### src/spi_fault_pkg.sv
// Shared types and constants for the serial port fault and power block
package spi_fault_pkg;

  localparam int          DATA_W       = 8;
  localparam int          FIFO_DEPTH   = 8;
  localparam logic [3:0]  BIT_COUNT    = 4'h8;
  localparam logic [7:0]  DATA_RESET   = 8'h00;
  localparam logic [7:0]  DIV_RESET    = 8'h00;
  // Divider terminal count; the serial clock half period is this plus one system clock
  localparam logic [7:0]  HALF_PERIOD  = 8'h04;
  localparam logic [1:0]  SYNC_RESET   = 2'h0;

  // Control bits as seen by the block
  typedef struct packed {
    logic serial_port_enable;
    logic master_select_req;
    logic mode_fault_enable;
    logic select_output_enable;
    logic stop_in_wait_select;
    logic bidir_mode;
    logic bidir_output_enable_req;
    logic echo_mode;
  } ctrl_t;

  // Flags seen by software
  typedef struct packed {
    logic mode_fault_flag;
    logic receive_complete_flag;
    logic transmit_empty_flag;
  } status_t;

  typedef enum logic [1:0] {
    ST_IDLE  = 2'b00,
    ST_LEAD  = 2'b01,
    ST_SHIFT = 2'b11,
    ST_DONE  = 2'b10
  } xfer_state_t;

  // Pin outputs with active-low output enables
  typedef struct packed {
    logic sck_o;
    logic sck_oe_n;
    logic mosi_o;
    logic mosi_oe_n;
    logic miso_o;
    logic miso_oe_n;
    logic ss_o;
    logic ss_oe_n;
  } pins_t;

endpackage

### src/spi_fault_top.sv
// Serial port with mode fault, low-power handling, FIFO and interrupt
`timescale 1ns/1ns

// Transmit FIFO held in flip-flops
module spi_tx_fifo #(
  parameter int WIDTH = 8,
  parameter int DEPTH = 8
) (
  // Clock and reset
  input  wire logic             clk,
  input  wire logic             rst_n,
  input  wire logic             flush,
  // Fill side
  input  wire logic             in_valid,
  output logic                  in_ready,
  input  wire logic [WIDTH-1:0] in_data,
  // Drain side
  output logic                  out_valid,
  input  wire logic             out_ready,
  output logic      [WIDTH-1:0] out_data
);
  localparam int AW = $clog2(DEPTH);

  typedef struct packed {
    logic [DEPTH-1:0][WIDTH-1:0] mem;
    logic [AW-1:0]               wr;
    logic [AW-1:0]               rd;
    logic [AW:0]                 cnt;
  } fifo_state_t;

  fifo_state_t s_r;
  fifo_state_t s_nxt;
  logic        push;
  logic        pop;

  assign in_ready  = (s_r.cnt != (AW+1)'(DEPTH));
  assign out_valid = (s_r.cnt != '0);
  assign out_data  = s_r.mem[s_r.rd];
  assign push      = in_valid && in_ready;
  assign pop       = out_valid && out_ready;

  always_comb
  begin
    s_nxt = s_r;
    if (flush)
    begin
      s_nxt.wr  = '0;
      s_nxt.rd  = '0;
      s_nxt.cnt = '0;
    end
    else
    begin
      if (push)
      begin
        s_nxt.mem[s_r.wr] = in_data;
        s_nxt.wr          = s_r.wr + AW'(1);
      end
      if (pop)
        s_nxt.rd = s_r.rd + AW'(1);
      if (push && !pop)
        s_nxt.cnt = s_r.cnt + (AW+1)'(1);
      else if (pop && !push)
        s_nxt.cnt = s_r.cnt - (AW+1)'(1);
    end
  end

  always_ff @(posedge clk or negedge rst_n)
  begin
    if (!rst_n)
      s_r <= '0;
    else
      s_r <= s_nxt;
  end
endmodule

module spi_fault_top (
  // Clock and reset
  input  wire logic                   SYS_CLK,
  input  wire logic                   NRST,
  // Control
  input  wire spi_fault_pkg::ctrl_t   CTRL,
  input  wire logic                   CTRL1_WR,
  input  wire logic                   STATUS_RD,
  input  wire logic                   DATA_RD,
  input  wire logic                   WAIT_MODE,
  input  wire logic                   STOP_MODE,
  // Transmit data
  input  wire logic                   TX_VALID,
  output logic                        TX_READY,
  input  wire logic [7:0]             TX_DATA,
  // Status and data
  output spi_fault_pkg::status_t      STATUS,
  output logic [7:0]                  RX_DATA,
  output logic                        MASTER_ACTIVE,
  output logic                        BIDIR_OE,
  output logic                        IRQ,
  // Link pins
  input  wire logic                   SCK_I,
  input  wire logic                   MOSI_I,
  input  wire logic                   MISO_I,
  input  wire logic                   SS_N_I,
  output spi_fault_pkg::pins_t        PINS
);
  typedef struct packed {
    logic [7:0]                  hold;
    logic                        rx_bit;
    logic [1:0]                  sck_s;
    logic [1:0]                  mosi_s;
    logic [1:0]                  miso_s;
    logic [1:0]                  ss_s;
    logic                        sck_d;
    spi_fault_pkg::xfer_state_t  st;
    logic [7:0]                  shift;
    logic [7:0]                  data;
    logic [3:0]                  bits;
    logic [7:0]                  div;
    logic                        sck;
    logic                        fault;
    logic                        rxf;
    logic                        txe;
    logic                        fault_seen;
    logic                        slave_busy;
    logic                        rx_pend;
    logic                        lp_touch;
    logic                        lp_d;
    logic                        echo_lat;
  } top_state_t;

  top_state_t s_r;
  top_state_t s_nxt;
  logic [1:0] rst_sync_r;
  logic       rst_n;
  logic       echo_sel;
  logic [7:0] tx_src;
  logic       fifo_valid;
  logic       fifo_pop;
  logic [7:0] fifo_data;
  logic       is_master;
  logic       low_power;
  logic       master_halt;
  logic       sck_rise;
  logic       sck_fall;
  logic       ss_in_low;
  logic       rx_in;

  assign rst_n = rst_sync_r[1];

  spi_tx_fifo #(
    .WIDTH (spi_fault_pkg::DATA_W),
    .DEPTH (spi_fault_pkg::FIFO_DEPTH)
  ) u_fifo (
    .clk       (SYS_CLK),
    .rst_n     (rst_n),
    .flush     (1'b0),
    .in_valid  (TX_VALID),
    .in_ready  (TX_READY),
    .in_data   (TX_DATA),
    .out_valid (fifo_valid),
    .out_ready (fifo_pop),
    .out_data  (fifo_data)
  );

  // Fault forces slave until software clears it
  assign is_master   = CTRL.master_select_req && !s_r.fault;
  // Stop ignores stop-in-wait; wait only counts with it set
  assign low_power   = STOP_MODE
                       || (WAIT_MODE && CTRL.stop_in_wait_select);
  assign master_halt = low_power;
  assign ss_in_low   = !s_r.ss_s[1];
  assign sck_rise    = s_r.sck_s[1] && !s_r.sck_d;
  assign sck_fall    = !s_r.sck_s[1] && s_r.sck_d;
  assign rx_in       = is_master
                       ? (CTRL.bidir_mode ? s_r.mosi_s[1] : s_r.miso_s[1])
                       : (CTRL.bidir_mode ? s_r.miso_s[1] : s_r.mosi_s[1]);
  assign fifo_pop    = CTRL.serial_port_enable && is_master && !master_halt
                       && s_r.st == spi_fault_pkg::ST_IDLE && fifo_valid;
  // Mode latched at low-power entry governs the reply until exit
  assign echo_sel    = low_power ? s_r.echo_lat : CTRL.echo_mode;
  assign tx_src      = fifo_valid ? fifo_data : s_r.data;

  always_comb
  begin
    s_nxt          = s_r;
    s_nxt.sck_s    = {s_r.sck_s[0], SCK_I};
    s_nxt.mosi_s   = {s_r.mosi_s[0], MOSI_I};
    s_nxt.miso_s   = {s_r.miso_s[0], MISO_I};
    s_nxt.ss_s     = {s_r.ss_s[0], SS_N_I};
    s_nxt.sck_d    = s_r.sck_s[1];
    s_nxt.lp_d     = low_power;
    s_nxt.txe      = s_r.txe || TX_READY;

    // Fault clear sequence: status read arms, control write clears
    if (STATUS_RD && s_r.fault)
      s_nxt.fault_seen = 1'b1;
    if (CTRL1_WR && s_r.fault_seen)
    begin
      s_nxt.fault      = 1'b0;
      s_nxt.fault_seen = 1'b0;
    end
    // Clears come first so that a same-cycle set wins
    if (STATUS_RD || DATA_RD)
      s_nxt.rxf = 1'b0;
    if (!TX_READY)
      s_nxt.txe = 1'b0;

    if (!CTRL.serial_port_enable)
    begin
      // Core idles; data stays as it is, flags still follow reads, control writes and TX_READY
      s_nxt.st  = spi_fault_pkg::ST_IDLE;
      s_nxt.sck = 1'b0;
    end
    else if (is_master)
    begin
      // Detection off without enable or with automatic select output
      if (CTRL.mode_fault_enable && !CTRL.select_output_enable
          && ss_in_low)
      begin
        s_nxt.fault   = 1'b1;
        s_nxt.st      = spi_fault_pkg::ST_IDLE;
        s_nxt.sck     = 1'b0;
        s_nxt.bits    = '0;
        s_nxt.rx_pend = 1'b0;
      end
      else if (!master_halt)
      begin
        unique case (s_r.st)
          spi_fault_pkg::ST_IDLE:
            if (fifo_pop)
            begin
              s_nxt.shift = fifo_data;
              s_nxt.bits  = '0;
              s_nxt.div   = spi_fault_pkg::DIV_RESET;
              s_nxt.st    = spi_fault_pkg::ST_LEAD;
            end
          spi_fault_pkg::ST_LEAD:
            if (s_r.div == spi_fault_pkg::HALF_PERIOD)
            begin
              s_nxt.div = spi_fault_pkg::DIV_RESET;
              s_nxt.st  = spi_fault_pkg::ST_SHIFT;
            end
            else
              s_nxt.div = s_r.div + 8'h01;
          spi_fault_pkg::ST_SHIFT:
            if (s_r.div == spi_fault_pkg::HALF_PERIOD)
            begin
              s_nxt.div = spi_fault_pkg::DIV_RESET;
              s_nxt.sck = !s_r.sck;
              // Sample on rising, move the output only on falling
              if (!s_r.sck)
                s_nxt.rx_bit = rx_in;
              else
              begin
                s_nxt.shift = {s_r.shift[6:0], s_r.rx_bit};
                if (s_r.bits == spi_fault_pkg::BIT_COUNT - 4'h1)
                  s_nxt.st = spi_fault_pkg::ST_DONE;
                else
                  s_nxt.bits = s_r.bits + 4'h1;
              end
            end
            else
              s_nxt.div = s_r.div + 8'h01;
          spi_fault_pkg::ST_DONE:
          begin
            s_nxt.data = s_r.shift;
            s_nxt.rxf  = 1'b1;
            s_nxt.st   = spi_fault_pkg::ST_IDLE;
          end
        endcase
      end
    end
    else
    begin
      // Slave: select is input only and never faults
      s_nxt.slave_busy = ss_in_low;
      if (low_power && !s_r.lp_d)
      begin
        s_nxt.rx_pend  = 1'b0;
        s_nxt.echo_lat = CTRL.echo_mode;
      end
      if (low_power && ss_in_low)
        s_nxt.lp_touch = 1'b1;
      if (!ss_in_low)
      begin
        s_nxt.bits = '0;
        if (!echo_sel)
          s_nxt.shift = tx_src;
      end
      else if (sck_rise)
        s_nxt.rx_bit = rx_in;
      else if (sck_fall)
      begin
        // Shifting runs on the master's clock; output moves on falling
        s_nxt.shift = {s_r.shift[6:0], s_r.rx_bit};
        if (s_r.bits == spi_fault_pkg::BIT_COUNT - 4'h1)
        begin
          // Byte set aside so the shift register can reload the reply
          s_nxt.hold    = {s_r.shift[6:0], s_r.rx_bit};
          s_nxt.bits    = '0;
          s_nxt.rx_pend = 1'b1;
          if (!echo_sel)
            s_nxt.shift = tx_src;
        end
        else
          s_nxt.bits = s_r.bits + 4'h1;
      end
      if (s_r.rx_pend && !low_power)
      begin
        // After a low-power exit, copy only when the window touched a transfer
        if (!s_r.lp_d || s_r.lp_touch)
        begin
          s_nxt.data = s_r.hold;
          s_nxt.rxf  = 1'b1;
        end
        s_nxt.rx_pend  = 1'b0;
        s_nxt.lp_touch = 1'b0;
      end
      s_nxt.st  = spi_fault_pkg::ST_IDLE;
      s_nxt.sck = 1'b0;
    end
  end

  always_ff @(posedge SYS_CLK or negedge NRST)
  begin
    if (!NRST)
      rst_sync_r <= spi_fault_pkg::SYNC_RESET;
    else
      rst_sync_r <= {rst_sync_r[0], 1'b1};
  end

  always_ff @(posedge SYS_CLK or negedge rst_n)
  begin
    if (!rst_n)
    begin
      s_r.sck_s      <= '0;
      s_r.mosi_s     <= '0;
      s_r.miso_s     <= '0;
      s_r.ss_s       <= 2'h3;
      s_r.sck_d      <= 1'b0;
      s_r.st         <= spi_fault_pkg::ST_IDLE;
      s_r.shift      <= spi_fault_pkg::DATA_RESET;
      s_r.data       <= spi_fault_pkg::DATA_RESET;
      s_r.bits       <= '0;
      s_r.div        <= spi_fault_pkg::DIV_RESET;
      s_r.sck        <= 1'b0;
      s_r.fault      <= 1'b0;
      s_r.rxf        <= 1'b0;
      s_r.txe        <= 1'b0;
      s_r.fault_seen <= 1'b0;
      s_r.slave_busy <= 1'b0;
      s_r.rx_pend    <= 1'b0;
      s_r.lp_touch   <= 1'b0;
      s_r.lp_d       <= 1'b0;
      s_r.echo_lat   <= 1'b0;
      s_r.hold       <= spi_fault_pkg::DATA_RESET;
      s_r.rx_bit     <= 1'b0;
    end
    else
      s_r <= s_nxt;
  end

  always_comb
  begin
    PINS           = '1;
    PINS.sck_o     = s_r.sck;
    PINS.mosi_o    = s_r.shift[7];
    PINS.miso_o    = s_r.shift[7];
    PINS.ss_o      = (s_r.st == spi_fault_pkg::ST_IDLE);
    // Fault leaves every pin released as an input
    if (CTRL.serial_port_enable && is_master)
    begin
      PINS.sck_oe_n  = 1'b0;
      PINS.mosi_oe_n = !(!CTRL.bidir_mode || BIDIR_OE);
      PINS.ss_oe_n   = !(CTRL.mode_fault_enable && CTRL.select_output_enable);
    end
    else if (CTRL.serial_port_enable && !s_r.fault && s_r.slave_busy)
      PINS.miso_oe_n = !(!CTRL.bidir_mode || CTRL.bidir_output_enable_req);
  end

  // Fault drops the shared pin's drive until cleared
  assign BIDIR_OE      = CTRL.bidir_output_enable_req && !s_r.fault;
  assign MASTER_ACTIVE = is_master;
  assign RX_DATA       = s_r.data;
  assign STATUS        = '{mode_fault_flag:       s_r.fault,
                           receive_complete_flag: s_r.rxf,
                           transmit_empty_flag:   s_r.txe};
  assign IRQ = CTRL.serial_port_enable
               && (s_r.fault || s_r.rxf || s_r.txe);
endmodule

### config.mk
export PLATFORM = sky130hd
export DESIGN_NAME = spi_fault_top
export DESIGN_NICKNAME = d
export VERILOG_FILES = /design/src/spi_fault_pkg.sv /design/src/spi_fault_top.sv
export SDC_FILE = /design/constraint.sdc
export NUM_CORES = 1
export LEC_CHECK = 0
export ABC_AREA = 1
export CORE_AREA = 2 2 122 136
export DETAILED_ROUTE_END_ITERATION = 7
export DIE_AREA = 0 0 124 138
export DONT_BUFFER_PORTS = 1
export SLEW_MARGIN = 40
export SYNTH_ARGS = -nofsm -noshare
export SYNTH_HDL_FRONTEND = slang
export SYNTH_SLANG_ARGS = --single-unit
### constraint.sdc
create_clock -name SYS_CLK -period 5.7 [get_ports SYS_CLK]
set_input_delay 0.855 -clock SYS_CLK [delete_from_list [all_inputs] [get_ports SYS_CLK]]
set_output_delay 0.855 -clock SYS_CLK [all_outputs]
set_load 0.02 [all_outputs]
==> results of run 1 <==
-- metal layers --
layer | share of wire | up-vias | GRT usage | wire (microns)
met5 | 0 | - | 0 | 0
met4 | 0.017 | 0 | 0.06978 | 303
met3 | 0.042 | 27 | 0.04538 | 727
met2 | 0.46 | 116 | 0.3409 | 8088
met1 | 0.48 | 2784 | 0.3173 | 8388
li1 | - | 3042 | - | -
-- cell families after synthesis --
family                     count (synthesis)  synth area share
AOI/OAI and AO/OA                        147            0.1105
other                                      1         0.0004963
buffers and inverters                    181            0.1126
adders and majority gates                  9           0.01590
xor gates and xnor gates                   9           0.01043
muxes                                      2          0.002980
DFF                                      134            0.4441
and+or+nand+nor                          494            0.3030
-- power by group --
group / switching (W) / leakage, nW / internal, W / total, W
Sequential: 0.000277 / 1.68 / 0.00128 / 0.00156
Clock: 0.000423 / 0.288 / 0.000709 / 0.00113
Combinational: 0.00101 / 2.10 / 0.000520 / 0.00153
Total: 0.00171 / 4.06 / 0.00251 / 0.00422
-- registers in the layout, summed over array words and instances, names as in the netlist --
signal      cells
STATUS          3
u_fifo.s_r     74
s_nxt           5
PINS            2
RX_DATA         8
s_r            40
rst_sync_r      2
-- worst max-delay path, stage by stage (launching register included) --
cell and delay [ns]:
dfrtp_1 0.51, inv_2 0.13, nand2_4 0.23, nor2_4 0.29, inv_1 0.17, nand2_1 0.21
-- per-stage QoR --
stage | std cells | hold slack (ns) | cell area, sq um | total power [W] | util
after floorplan | 977 | 0.3312 | 7556 | 0.002801 | -
after global placement | 1136 | 0.3352 | 7492 | 0.003080 | 0.4700
after detailed placement | 1137 | 0.2781 | 7512 | 0.003106 | 0.4713
after CTS | 1169 | 0.1046 | 8122 | 0.004250 | 0.5095
after global routing | 1169 | 0.1031 | 8125 | 0.004595 | 0.5097
final | 1169 | 0.1188 | 8125 | 0.004222 | 0.5097
-- placed cells by master (no fill, tap or decap), drive strengths merged --
| master | n |
|---|---|
| dfstp | 2 |
| o31ai | 2 |
| fa | 1 |
| nor2 | 61 |
| nand4 | 16 |
| nand3b | 1 |
| o21ai | 99 |
| xnor2 | 2 |
| xor2 | 7 |
| bufinv | 3 |
| nand2 | 315 |
| a21oi | 27 |
| inv | 130 |
| a21boi | 1 |
| dfrtp | 132 |
| clkinv | 7 |
| clkinvlp | 4 |
| nor3b | 1 |
| a31oi | 3 |
| ha | 8 |
| o21bai | 1 |
| nand3 | 95 |
| a2111oi | 1 |
| a22oi | 9 |
| conb | 1 |
| mux2 | 2 |
| buf | 5 |
| nor3 | 5 |
| clkbuf | 20 |
| a21o | 1 |
| o21a | 3 |
-- cell type report --
cell class	count	share of cell area
tap	204	0.03141
sequential	134	0.4135
clock buffer	20	0.05621
timing repair buffer	5	0.006621
multi-input combinational	662	0.4122
inverter	132	0.06129
clock inverter	12	0.01879
-- final timing paths --
| check | cells after the start | startpoint | to |
|---|---|---|---|
| worst max-delay path | 5 | STATUS[2] | PINS[2] |
| worst min-delay path | 0 | NRST | rst_sync_r[1] |
| worst max register to register | 13 | STATUS[2] | u_fifo.s_r[3] |
| worst min register to register | 0 | rst_sync_r[1] | u_fifo.s_r[54] |
| max in group asynchronous | 1 | rst_sync_r[1] | u_fifo.s_r[68] |
| min in group SYS_CLK | 0 | s_nxt[46] | s_r[46] |
==> summary.txt, run 1 <==
Clocking
  – Skew-Pair Late Insertion Delay: 0.42 ns
  – Post-CTS Hold Buffers: 0
  – CTS root buf: clkbuf_16
  – Clock-pin transition on the worst setup and hold timing paths: 0.06 ns
  – Post-CTS sizing: 0
  – Post-CTS Setup Bufs: 0
  – Num CTS Buffers: 17
  – H-tree depth: 4
  – CTS tree: built
  – Max clock buf depth: 2
  – Clock sink total: 134

Worst hold path
  – Min-Delay Path Class: input port to async pin

Setup path
  – Flop2flop setup slack: 2.97 ns
  – CP Max Fanout: 33
  – Req. time, crit path: 4.85 ns
  – Type of the worst setup path: flip-flop to output port
  – Worst Setup End Kind: output port
  – Arrival time worst endpoint: 1.97 ns
  – CP Launch Type: flip-flop

Floorplanning
  – Die Height: 138 microns
  – # rows: 49
  – Die X: 124 microns
  – Initial core utilization: 0.4740
  – IO Pins: 51
  – Core area: 0.01594 sq mm
  – Die ar.: 0.01711 sq mm

Place
  – Placed wire-length estimate: 12080 microns
  – Port Buf Inserts: 0
  – GPL Wtd Cong: 0.8562
  – Setup Slack @ Placement: 2.764 ns

Power and ir drop
  – Max rail drop VDD: 0.0002613 V
  – Leakage: 4.062 nW
  – P per Cell Area: 519.7 mW/mm^2

Logic synthesis
  – Library cells used by synthesis: 46
  – Post-Syn Area: 0.007556 sq mm
  – Avg Cell Area, Syn: 7.734 sq um
  – Post-synth top cells: nand2_1 (304), dfrtp_1 (132), inv_1 (120), nand3_1 (87), o21ai_0 (70)
  – Mapped Cells: 977
  – Seq cells post-synth: 134
  – Post-synth EDFFs: 0
  – Ys flop type: dfrtp_1
  – Count leader, synth: nand2_1
  – Sequential fraction of the synthesis area: 0.4441
  – Leading post-synthesis cells by cell area: dfrtp_1 (44%), nand2_1 (15%), inv_1 (6.0%), nand3_1 (5.8%), o21ai_0 (4.6%)
  – Largest area contributor in the netlist: dfrtp_1
  – Async SR Flop Fraction: 1.000
  – Syn_nets: 1014
  – Synth warn: 0
  – Synth top area share: 0.4372

Job
  – Max-Cap Viols: 0

GRT
  – Number of global-route vias before repair: 5757
  – Initial antenna violation count: 0
  – Total gr overflow: 0
  – GRT Resource Usage Total: 0.2227
  – First-pass GRT wire length: 30020 microns
  – Largest net degree at the start of global routing: 63

Drt
  – Drt drc: 0
  – Routed vias/inst: 5.106
  – 1st-pass router iterations: 4
  – Final ANT Viol Nets: 0
  – DR WL/cell: 14.98 microns
  – DRT iter0 DRCs: 653
  – Via count: 5969
  – Total wire length: 17510 microns

Layout
  – Share of cells above drive strength 1: 0.1057
  – Filler instances: 1569
  – Diodes inserted: 0
  – Area taken by multi-input logic gates: 0.003349 sq mm
  – Nets: 989
  – Storage cell area: 0.003359 sq mm
  – Area Overhead vs Synth: 7.534%

Timing
  – Setup TNS: 0 ns
  – Setup ws final: 2.878 ns
  – Final Hold Viols: 0
  – Max-Slew Margin vs Limit: 0.5852
  – Worst-Margin Slew: 0.6157 ns
  – Setup Skew: 0.006463 ns
  – Final min period: 2.822 ns
  – RSZ-0062 raised after global routing: no
  – Final Setup Violations: 0
  – Fin. max-slew vios: 0
  – Fmax: 0.3544 GHz
  – Final period util: 0.4950

Run status
  – Run status: finished, final reports clean
Power figures use the tool's default switching activity.
==> run 2: changes to the inputs <==
ABC_AREA = 0   (was 1)
CORE_AREA = 2 2 115 128   (was 2 2 122 136)
DIE_AREA = 0 0 117 130   (was 0 0 124 138)
PLACE_DENSITY = 0.66   (was not set)
clock period = 2.52 ns   (was 5.7 ns; I/O delays follow)
==> run 2 against run 1 <==
  * Cell area fell by 6.2%
  * Power rose by 110%
  * Sequential share of layout area rose by 2.8 points
  * Largest power group unchanged
  * Via count fell by 25%
  * Clock power rose by 110%
  * Critical path type is now flip-flop to flip-flop
  * Sequential power rose by 130%
  * Area after synthesis fell by 11%
==> summary.txt, run 2 <==
Clocking
  – Num CTS Buffers: 17 (unchanged)
  – Skew-Pair Late Insertion Delay: 0.43 ns (about the same)
  – Post-CTS Setup Bufs: 0 (unchanged)
  – Clock-pin transition on the worst setup and hold timing paths: 0.06 ns (about the same)
  – Clock sink total: 134 (unchanged)
  – Max clock buf depth: 2 (unchanged)
  – CTS tree: built
  – CTS root buf: clkbuf_16
  – H-tree depth: 4 (unchanged)

Logic synthesis
  – Sequential fraction of the synthesis area: 0.4990 (+0.05486)
  – Async SR Flop Fraction: 1.000 (unchanged)
  – Synth top area share: 0.4912 (+0.05400)
  – Syn_nets: 577 (-43%)
  – Post-synth top cells: dfrtp_1 (132), mux2_2 (74), nand2_1 (31), nor2_1 (31), o21ai_0 (20)
  – Ys flop type: dfrtp_1
  – Mapped Cells: 540 (-45%)
  – Library cells used by synthesis: 75 (+63%)
  – Largest area contributor in the netlist: dfrtp_1
  – Synth warn: 0 (unchanged)
  – Leading post-synthesis cells by cell area: dfrtp_1 (49%), mux2_2 (12%), mux4_2 (5.4%), mux2i_1 (1.8%), mux2_4 (1.8%)
  – Avg Cell Area, Syn: 12.45 sq um (+61%)
  – Count leader, synth: dfrtp_1
  – Seq cells post-synth: 134 (unchanged)
  – Post-Syn Area: 0.006725 sq mm (-11%)
  – Post-synth EDFFs: 0 (unchanged)

Floorplanning
  – Die ar.: 0.01521 sq mm (-11%)
  – Initial core utilization: 0.4769 (+0.002911)
  – Die X: 117 microns (-5.6%)
  – Die Height: 130 microns (-5.8%)
  – Core area: 0.01410 sq mm (-12%)
  – # rows: 46 (-6.1%)
  – IO Pins: 51 (unchanged)

Layout
  – Filler instances: 1204 (-23%)
  – Nets: 592 (-40%)
  – Non-filler cells, final: 759 (-35%)
  – Diodes inserted: 0 (unchanged)
  – Most common cell after layout, fill and taps aside: dfrtp_1
  – Finished Cell Area: 0.007619 sq mm (-6.2%)
  – Most frequent cells in the layout: dfrtp_1 (131), mux2_2 (74), nor2_1 (31), nand2_1 (31), buf_4 (24)
  – Reg with most FFs: u_fifo.s_r
  – Share of cells above drive strength 1: 0.3263 (+0.2206)
  – Area Overhead vs Synth: 13.28%
  – Max FFs per register: 74 (unchanged)

Setup path
  – CP Depth: 11 (+6)
  – Delay of the slowest cell on the worst path: 0.61 ns (+0.10 ns)
  – Type of the worst setup path: flip-flop to flip-flop
  – Critical R2R Launch: u_fifo.s_r[1]
  – Worst path bufs/invs: 2 (unchanged)
  – Worst Setup EP: u_fifo.s_r[3]
  – CP Launch Type: flip-flop
  – Worst Setup End Kind: flip-flop
  – Depth of the most critical reg-to-reg path: 11 (-2)
  – Critical-path top delay cell: or4b_4
  – Worst r2r dst: u_fifo.s_r[3]
  – Req. time, crit path: 2.83 ns (-2.02 ns)
  – CP Max Fanout: 6 (-82%)
  – Arrival time worst endpoint: 2.74 ns (+0.77 ns)
  – Crit-path leading delay family: simple AND/OR/NAND/NOR gates
  – Flop2flop setup slack: 0.08 ns (-2.89 ns)
  – Worst setup path startpoint: u_fifo.s_r[1]
  – Cell chain of the critical path: or4b_4, nand2_8, inv_6, ha_2, inv_2, ha_4, a21o_1, a21oi_2, xnor2_1, nor2_1, xor2_1

Power and ir drop
  – Max rail drop VDD: 0.0005710 V (+120%)
  – P per Cell Area: 1144 mW/mm^2 (+120%)
  – Leakage: 3.268 nW (-20%)

Timing
  – Fin. max-slew vios: 0 (unchanged)
  – Final min period: 2.436 ns
  – Final Setup Violations: 0 (unchanged)
  – Max-Slew Margin vs Limit: 0.5168 (-0.06846)
  – Final Hold Viols: 0 (unchanged)
  – Setup Skew: 0.006627 ns (+0.0001642 ns)
  – RSZ-0062 raised after global routing: no
  – Worst-Margin Slew: 0.7249 ns (+0.1092 ns)
  – Final hold slack: 0.03669 ns (-0.08208 ns)
  – Fmax: 0.4106 GHz
  – Final period util: 0.9665

GRT
  – Total gr overflow: 0 (unchanged)
  – Initial antenna violation count: 0 (unchanged)
  – Number of global-route vias before repair: 4705 (-18%)
  – Largest net degree at the start of global routing: 54 (-14%)
  – First-pass GRT wire length: 24170 microns (-19%)
  – GRT Resource Usage Total: 0.2115 (-0.01116)

Drt
  – Drt drc: 0 (unchanged)
  – Routed vias/inst: 5.864 (+15%)
  – Final ANT Viol Nets: 0 (unchanged)
  – DRT iter0 DRCs: 301 (-54%)
  – DR WL/cell: 19.41 microns (+30%)
  – Via count: 4451 (-25%)
  – Total wire length: 14730 microns (-16%)
  – 1st-pass router iterations: 5 (+1)

Job
  – Max-Cap Viols: 0 (unchanged)

Worst hold path
  – Min-Delay Path Class: input port to flip-flop

Run status
  – Run status: finished, final reports clean

Place
  – Post-DP Area: 0.007002 sq mm (-6.8%)
  – Port Buf Inserts: 0 (unchanged)
  – Placed wire-length estimate: 10030 microns (-17%)
  – GPL Wtd Cong: 0.8486 (-0.89%)
  – Placed cell count: 723 (-36%)
## run 2: changes by cell type in the layout (fill, tap and decap cells not counted), sizes merged, moves of 11 or more
cell | previous run | this run
nand4 | 16 | 5
mux2i | 0 | 13
nand2 | 315 | 33
nand3 | 95 | 7
mux4 | 0 | 16
a31oi | 3 | 19
nor2 | 61 | 32
inv | 130 | 19
buf | 5 | 26
o21ai | 99 | 23
mux2 | 2 | 82
a21oi | 27 | 6
## run 2: timing repair
item,in CTS,in global routing
setup endpoints to repair,0,0
endpoints found under the hold margin,6,0
resized for setup,0,0
hold buffers,5,0
## run 2: how the worst min path moves through the flow
stage	slack, ns	cells after the start	to	from
2_1_floorplan	0.08	0	rst_sync_r[0]	NRST
5_1_grt	0.03	1	s_r[5]	CTRL1_WR
3_5_place_dp	0.08	0	rst_sync_r[0]	NRST
4_1_cts	0.02	1	s_r[5]	CTRL1_WR
3_3_place_gp	0.08	0	rst_sync_r[0]	NRST
6_report	0.04	1	s_r[5]	CTRL1_WR
## run 2: where the power goes
part / switching, W / internal, W / total, W
registers: 0.000627 / 0.00290 / 0.00352
logic: 0.00126 / 0.00158 / 0.00284
clock network: 0.000926 / 0.00143 / 0.00236
total: 0.00281 / 0.00591 / 0.00872
## run 2: per-stage QoR
step	utilization	setup TNS (ns)	worst slack, ns	power (W)
3_5_place_dp	0.4965	0	0.08817	0.006409
5_1_grt	0.5403	0	0.01186	0.009256
2_1_floorplan	-	-0.01778	-0.01778	0.005702
6_report	0.5403	0	0.08438	0.008718
3_3_place_gp	0.4965	0	0.1360	0.006226
4_1_cts	0.5403	0	0.07744	0.008810
## run 2: layer usage
layer | up-vias | GRT usage | routed length, microns
met5 | - | 0 | 0
met4 | 0 | 0.09135 | 334
met3 | 33 | 0.05667 | 767
met2 | 121 | 0.3543 | 7467
met1 | 2288 | 0.2578 | 6162
li1 | 2009 | - | -
## run 2: layout make-up
| class | count | area [sq um] | share of cell area |
|---|---|---|---|
| Timing Repair Buffer | 31 | 270.3 | 0.03547 |
| Multi-Input combinational cell | 353 | 3107 | 0.4078 |
| Sequential cell | 134 | 3359 | 0.4410 |
| Clock buffer | 21 | 470.5 | 0.06175 |
| Inverter | 18 | 75.07 | 0.009854 |
| Tap cell | 192 | 240.2 | 0.03153 |
| Clock inverter | 10 | 96.34 | 0.01265 |
## run 2: cells by family after synthesis
kind of cell | Yosys count | synth area share
mux | 111 | 0.2166
buf+inv | 53 | 0.04316
xor+xnor | 11 | 0.01433
fa+ha+maj | 9 | 0.01786
compound gates | 94 | 0.09879
flops | 134 | 0.4990
other cells | 1 | 0.0005576
simple gates | 127 | 0.1098
==> run 3: changes to the inputs <==
CORE_AREA = 2 2 114 127   (was 2 2 115 128)
DIE_AREA = 0 0 116 129   (was 0 0 117 130)
PLACE_DENSITY = 0.67   (was 0.66)
==> run 3 against run 2 <==
  * Cell area rose by 0.34%
  * Critical path depth did not move
  * Non-clock buffer count rose by 1
  * Combinational power barely moved
  * Worst setup slack improved by 0.043 ns
  * Maximum frequency rose by 1.8%
  * Largest cell class unchanged
==> summary.txt, run 3 (synthesis gave the netlist of run 2 again) <==
Timing
  – Final period util: 0.9493 (-0.01718)
  – Setup TNS: 0 ns (unchanged)
  – Fmax: 0.4180 GHz (+1.8%)
  – Max-Slew Margin vs Limit: 0.5742 (+0.05739)
  – Worst-Margin Slew: 0.6388 ns (-0.08608 ns)
  – Final Hold Viols: 0 (unchanged)
  – Final min period: 2.392 ns (-0.04330 ns)
  – Final Setup Violations: 0 (unchanged)
  – Setup Skew: 0.006891 ns (+0.0002644 ns)
  – Fin. max-slew vios: 0 (unchanged)
  – RSZ-0062 raised after global routing: no

Floorplanning
  – Die X: 116 microns (-0.85%)
  – Initial core utilization: 0.4936 (+0.01664)
  – Die Height: 129 microns (-0.77%)
  – IO Pins: 51 (unchanged)
  – Core area: 0.01363 sq mm (-3.4%)
  – Die ar.: 0.01496 sq mm (-1.6%)
  – # rows: 45 (-2.2%)

Setup path
  – Flop2flop setup slack: 0.13 ns (+0.04 ns)
  – Delay of the slowest cell on the worst path: 0.59 ns (-0.02 ns)
  – CP Launch Type: flip-flop
  – Req. time, crit path: 2.82 ns (about the same)
  – Arrival time worst endpoint: 2.69 ns (-0.05 ns)
  – Cell chain of the critical path: or4b_4, nand2_8, inv_6, ha_2, inv_2, ha_4, a21o_1, a21oi_2, xnor2_1, nor2_1, xor2_1
  – Critical-path top delay cell: or4b_4
  – CP Max Fanout: 6 (unchanged)
  – Type of the worst setup path: flip-flop to flip-flop
  – Worst Setup End Kind: flip-flop

Clocking
  – Num CTS Buffers: 17 (unchanged)
  – H-tree depth: 4 (unchanged)
  – Max clock buf depth: 2 (unchanged)
  – Clock sink total: 134 (unchanged)
  – CTS tree: built
  – CTS root buf: clkbuf_16
  – Clock-pin transition on the worst setup and hold timing paths: 0.06 ns (about the same)
  – Skew-Pair Late Insertion Delay: 0.42 ns (about the same)

Power and ir drop
  – Total net switching power: 0.002864 W (+2.0%)
  – Total Power: 0.008777 W (+0.68%)
  – Clk pwr share: 0.273 (+0.003)
  – Switching Share: 0.3263 (+0.004079)
  – Max rail drop VDD: 0.0006629 V (+16%)
  – Comb pwr share: 0.326 (about the same)
  – Leakage: 3.287 nW (+0.59%)
  – P per Cell Area: 1148 mW/mm^2 (+0.33%)
  – Internal: 0.005913 W (about the same)
  – Reg power frac: 0.401 (-0.003)

Layout
  – Reg with most FFs: u_fifo.s_r
  – Filler instances: 1112 (-7.6%)
  – Diodes inserted: 0 (unchanged)
  – Most frequent cells in the layout: dfrtp_1 (131), mux2_2 (74), nor2_1 (31), nand2_1 (31), buf_4 (24)
  – Max FFs per register: 74 (unchanged)
  – Non-filler cells, final: 757 (-0.26%)
  – Share of cells above drive strength 1: 0.3304 (+0.004126)
  – Most common cell after layout, fill and taps aside: dfrtp_1
  – Nets: 593 (+0.17%)
  – Area Overhead vs Synth: 13.67%

Place
  – Placed wire-length estimate: 9802 microns (-2.3%)
  – GPL Wtd Cong: 0.8728 (+2.9%)
  – Placed cell count: 717 (-0.83%)
  – Port Buf Inserts: 0 (unchanged)

Drt
  – Final ANT Viol Nets: 0 (unchanged)
  – Total wire length: 14660 microns (-0.48%)
  – Drt drc: 0 (unchanged)
  – Routed vias/inst: 5.860 (about the same)
  – Via count: 4436 (-0.34%)
  – 1st-pass router iterations: 8 (+3)
  – DRT iter0 DRCs: 279 (-7.3%)
  – DR WL/cell: 19.37 microns (-0.21%)

GRT
  – Initial antenna violation count: 1 (+1)
  – First-pass GRT wire length: 23870 microns (-1.2%)
  – Number of global-route vias before repair: 4630 (-1.6%)
  – Total gr overflow: 0 (unchanged)
  – Largest net degree at the start of global routing: 45 (-17%)
  – GRT Resource Usage Total: 0.2098 (-0.001776)

Job
  – Max-Cap Viols: 0 (unchanged)

Worst hold path
  – Min-Delay Path Class: input port to flip-flop

Run status
  – Run status: finished, final reports clean
## run 3: changes by cell type in the layout (fill, tap and decap cells not counted), sizes merged
cell      change
buf           +1
clkbuf        -1
clkinv        +2
clkinvlp      -2
inv           +2
## run 3: path summary, 6_finish.rpt
check,start,end,cells past startpoint
min in group asynchronous,NRST,rst_sync_r[1],1
worst max register to register,u_fifo.s_r[0],u_fifo.s_r[3],11
worst min register to register,s_nxt[44],s_r[44],0
max in group asynchronous,rst_sync_r[1],u_fifo.s_r[46],1
worst max-delay path,u_fifo.s_r[0],u_fifo.s_r[3],11
worst min-delay path,CTRL1_WR,s_r[5],1
## run 3: repair_timing
action                     CTS  global route
setup endpoints to repair    0             1
setup buffers                0             3
hold buffers                 5             0
gates resized for setup      0             1
hold endpoints to repair     6             0
## run 3: routing by layer
metal / vias up / part of all wire / track usage
li1: 2016 / - / -
met1: 2245 / 0.43 / 0.2685
met2: 154 / 0.51 / 0.3402
met3: 21 / 0.054 / 0.05605
met4: 0 / 0.013 / 0.08403
met5: - / 0 / 0
## run 3: critical path: cells and delay by family (launching register included)
family	cells	cell delay, ns
AOI/OAI and AO/OA	2	0.28
xor gates and xnor gates	2	0.25
adders and majority gates	2	0.39
buffers and inverters	2	0.14
DFF	1	0.43
and+or+nand+nor	3	0.77
## run 3: area by class of cell
class                           count  area, sq um  area share
Multi-Input combinational cell    353         3109      0.4067
Clock buffer                       20        456.7     0.05974
Sequential cell                   134         3359      0.4394
Inverter                           18        75.07    0.009820
Timing Repair Buffer               32        290.3     0.03797
Clock inverter                     12        118.9     0.01555
Tap cell                          188        235.2     0.03077
## run 3: per-stage QoR
stage               hold WS [ns]  worst slack, ns  cell area [sq um]  utilization
floorplan                0.08241         -0.01778               6754            -
global placement         0.08245           0.1276               6994       0.5133
detailed placement       0.08246          0.07722               6994       0.5133
CTS                      0.04797          0.05734               7620       0.5592
global route             0.04354          0.01112               7645       0.5611
finish                   0.05622           0.1277               7645       0.5611
## run 3: power by group through the flow
stage	Combinational (W)	Clock (W)	Sequential, W
6_report	0.00286	0.00240	0.00352
5_1_grt	0.00312	0.00255	0.00361
4_1_cts	0.00288	0.00244	0.00352
3_5_place_dp	0.00285	0	0.00355
3_3_place_gp	0.00275	0	0.00348
2_1_floorplan	0.00241	0	0.00329
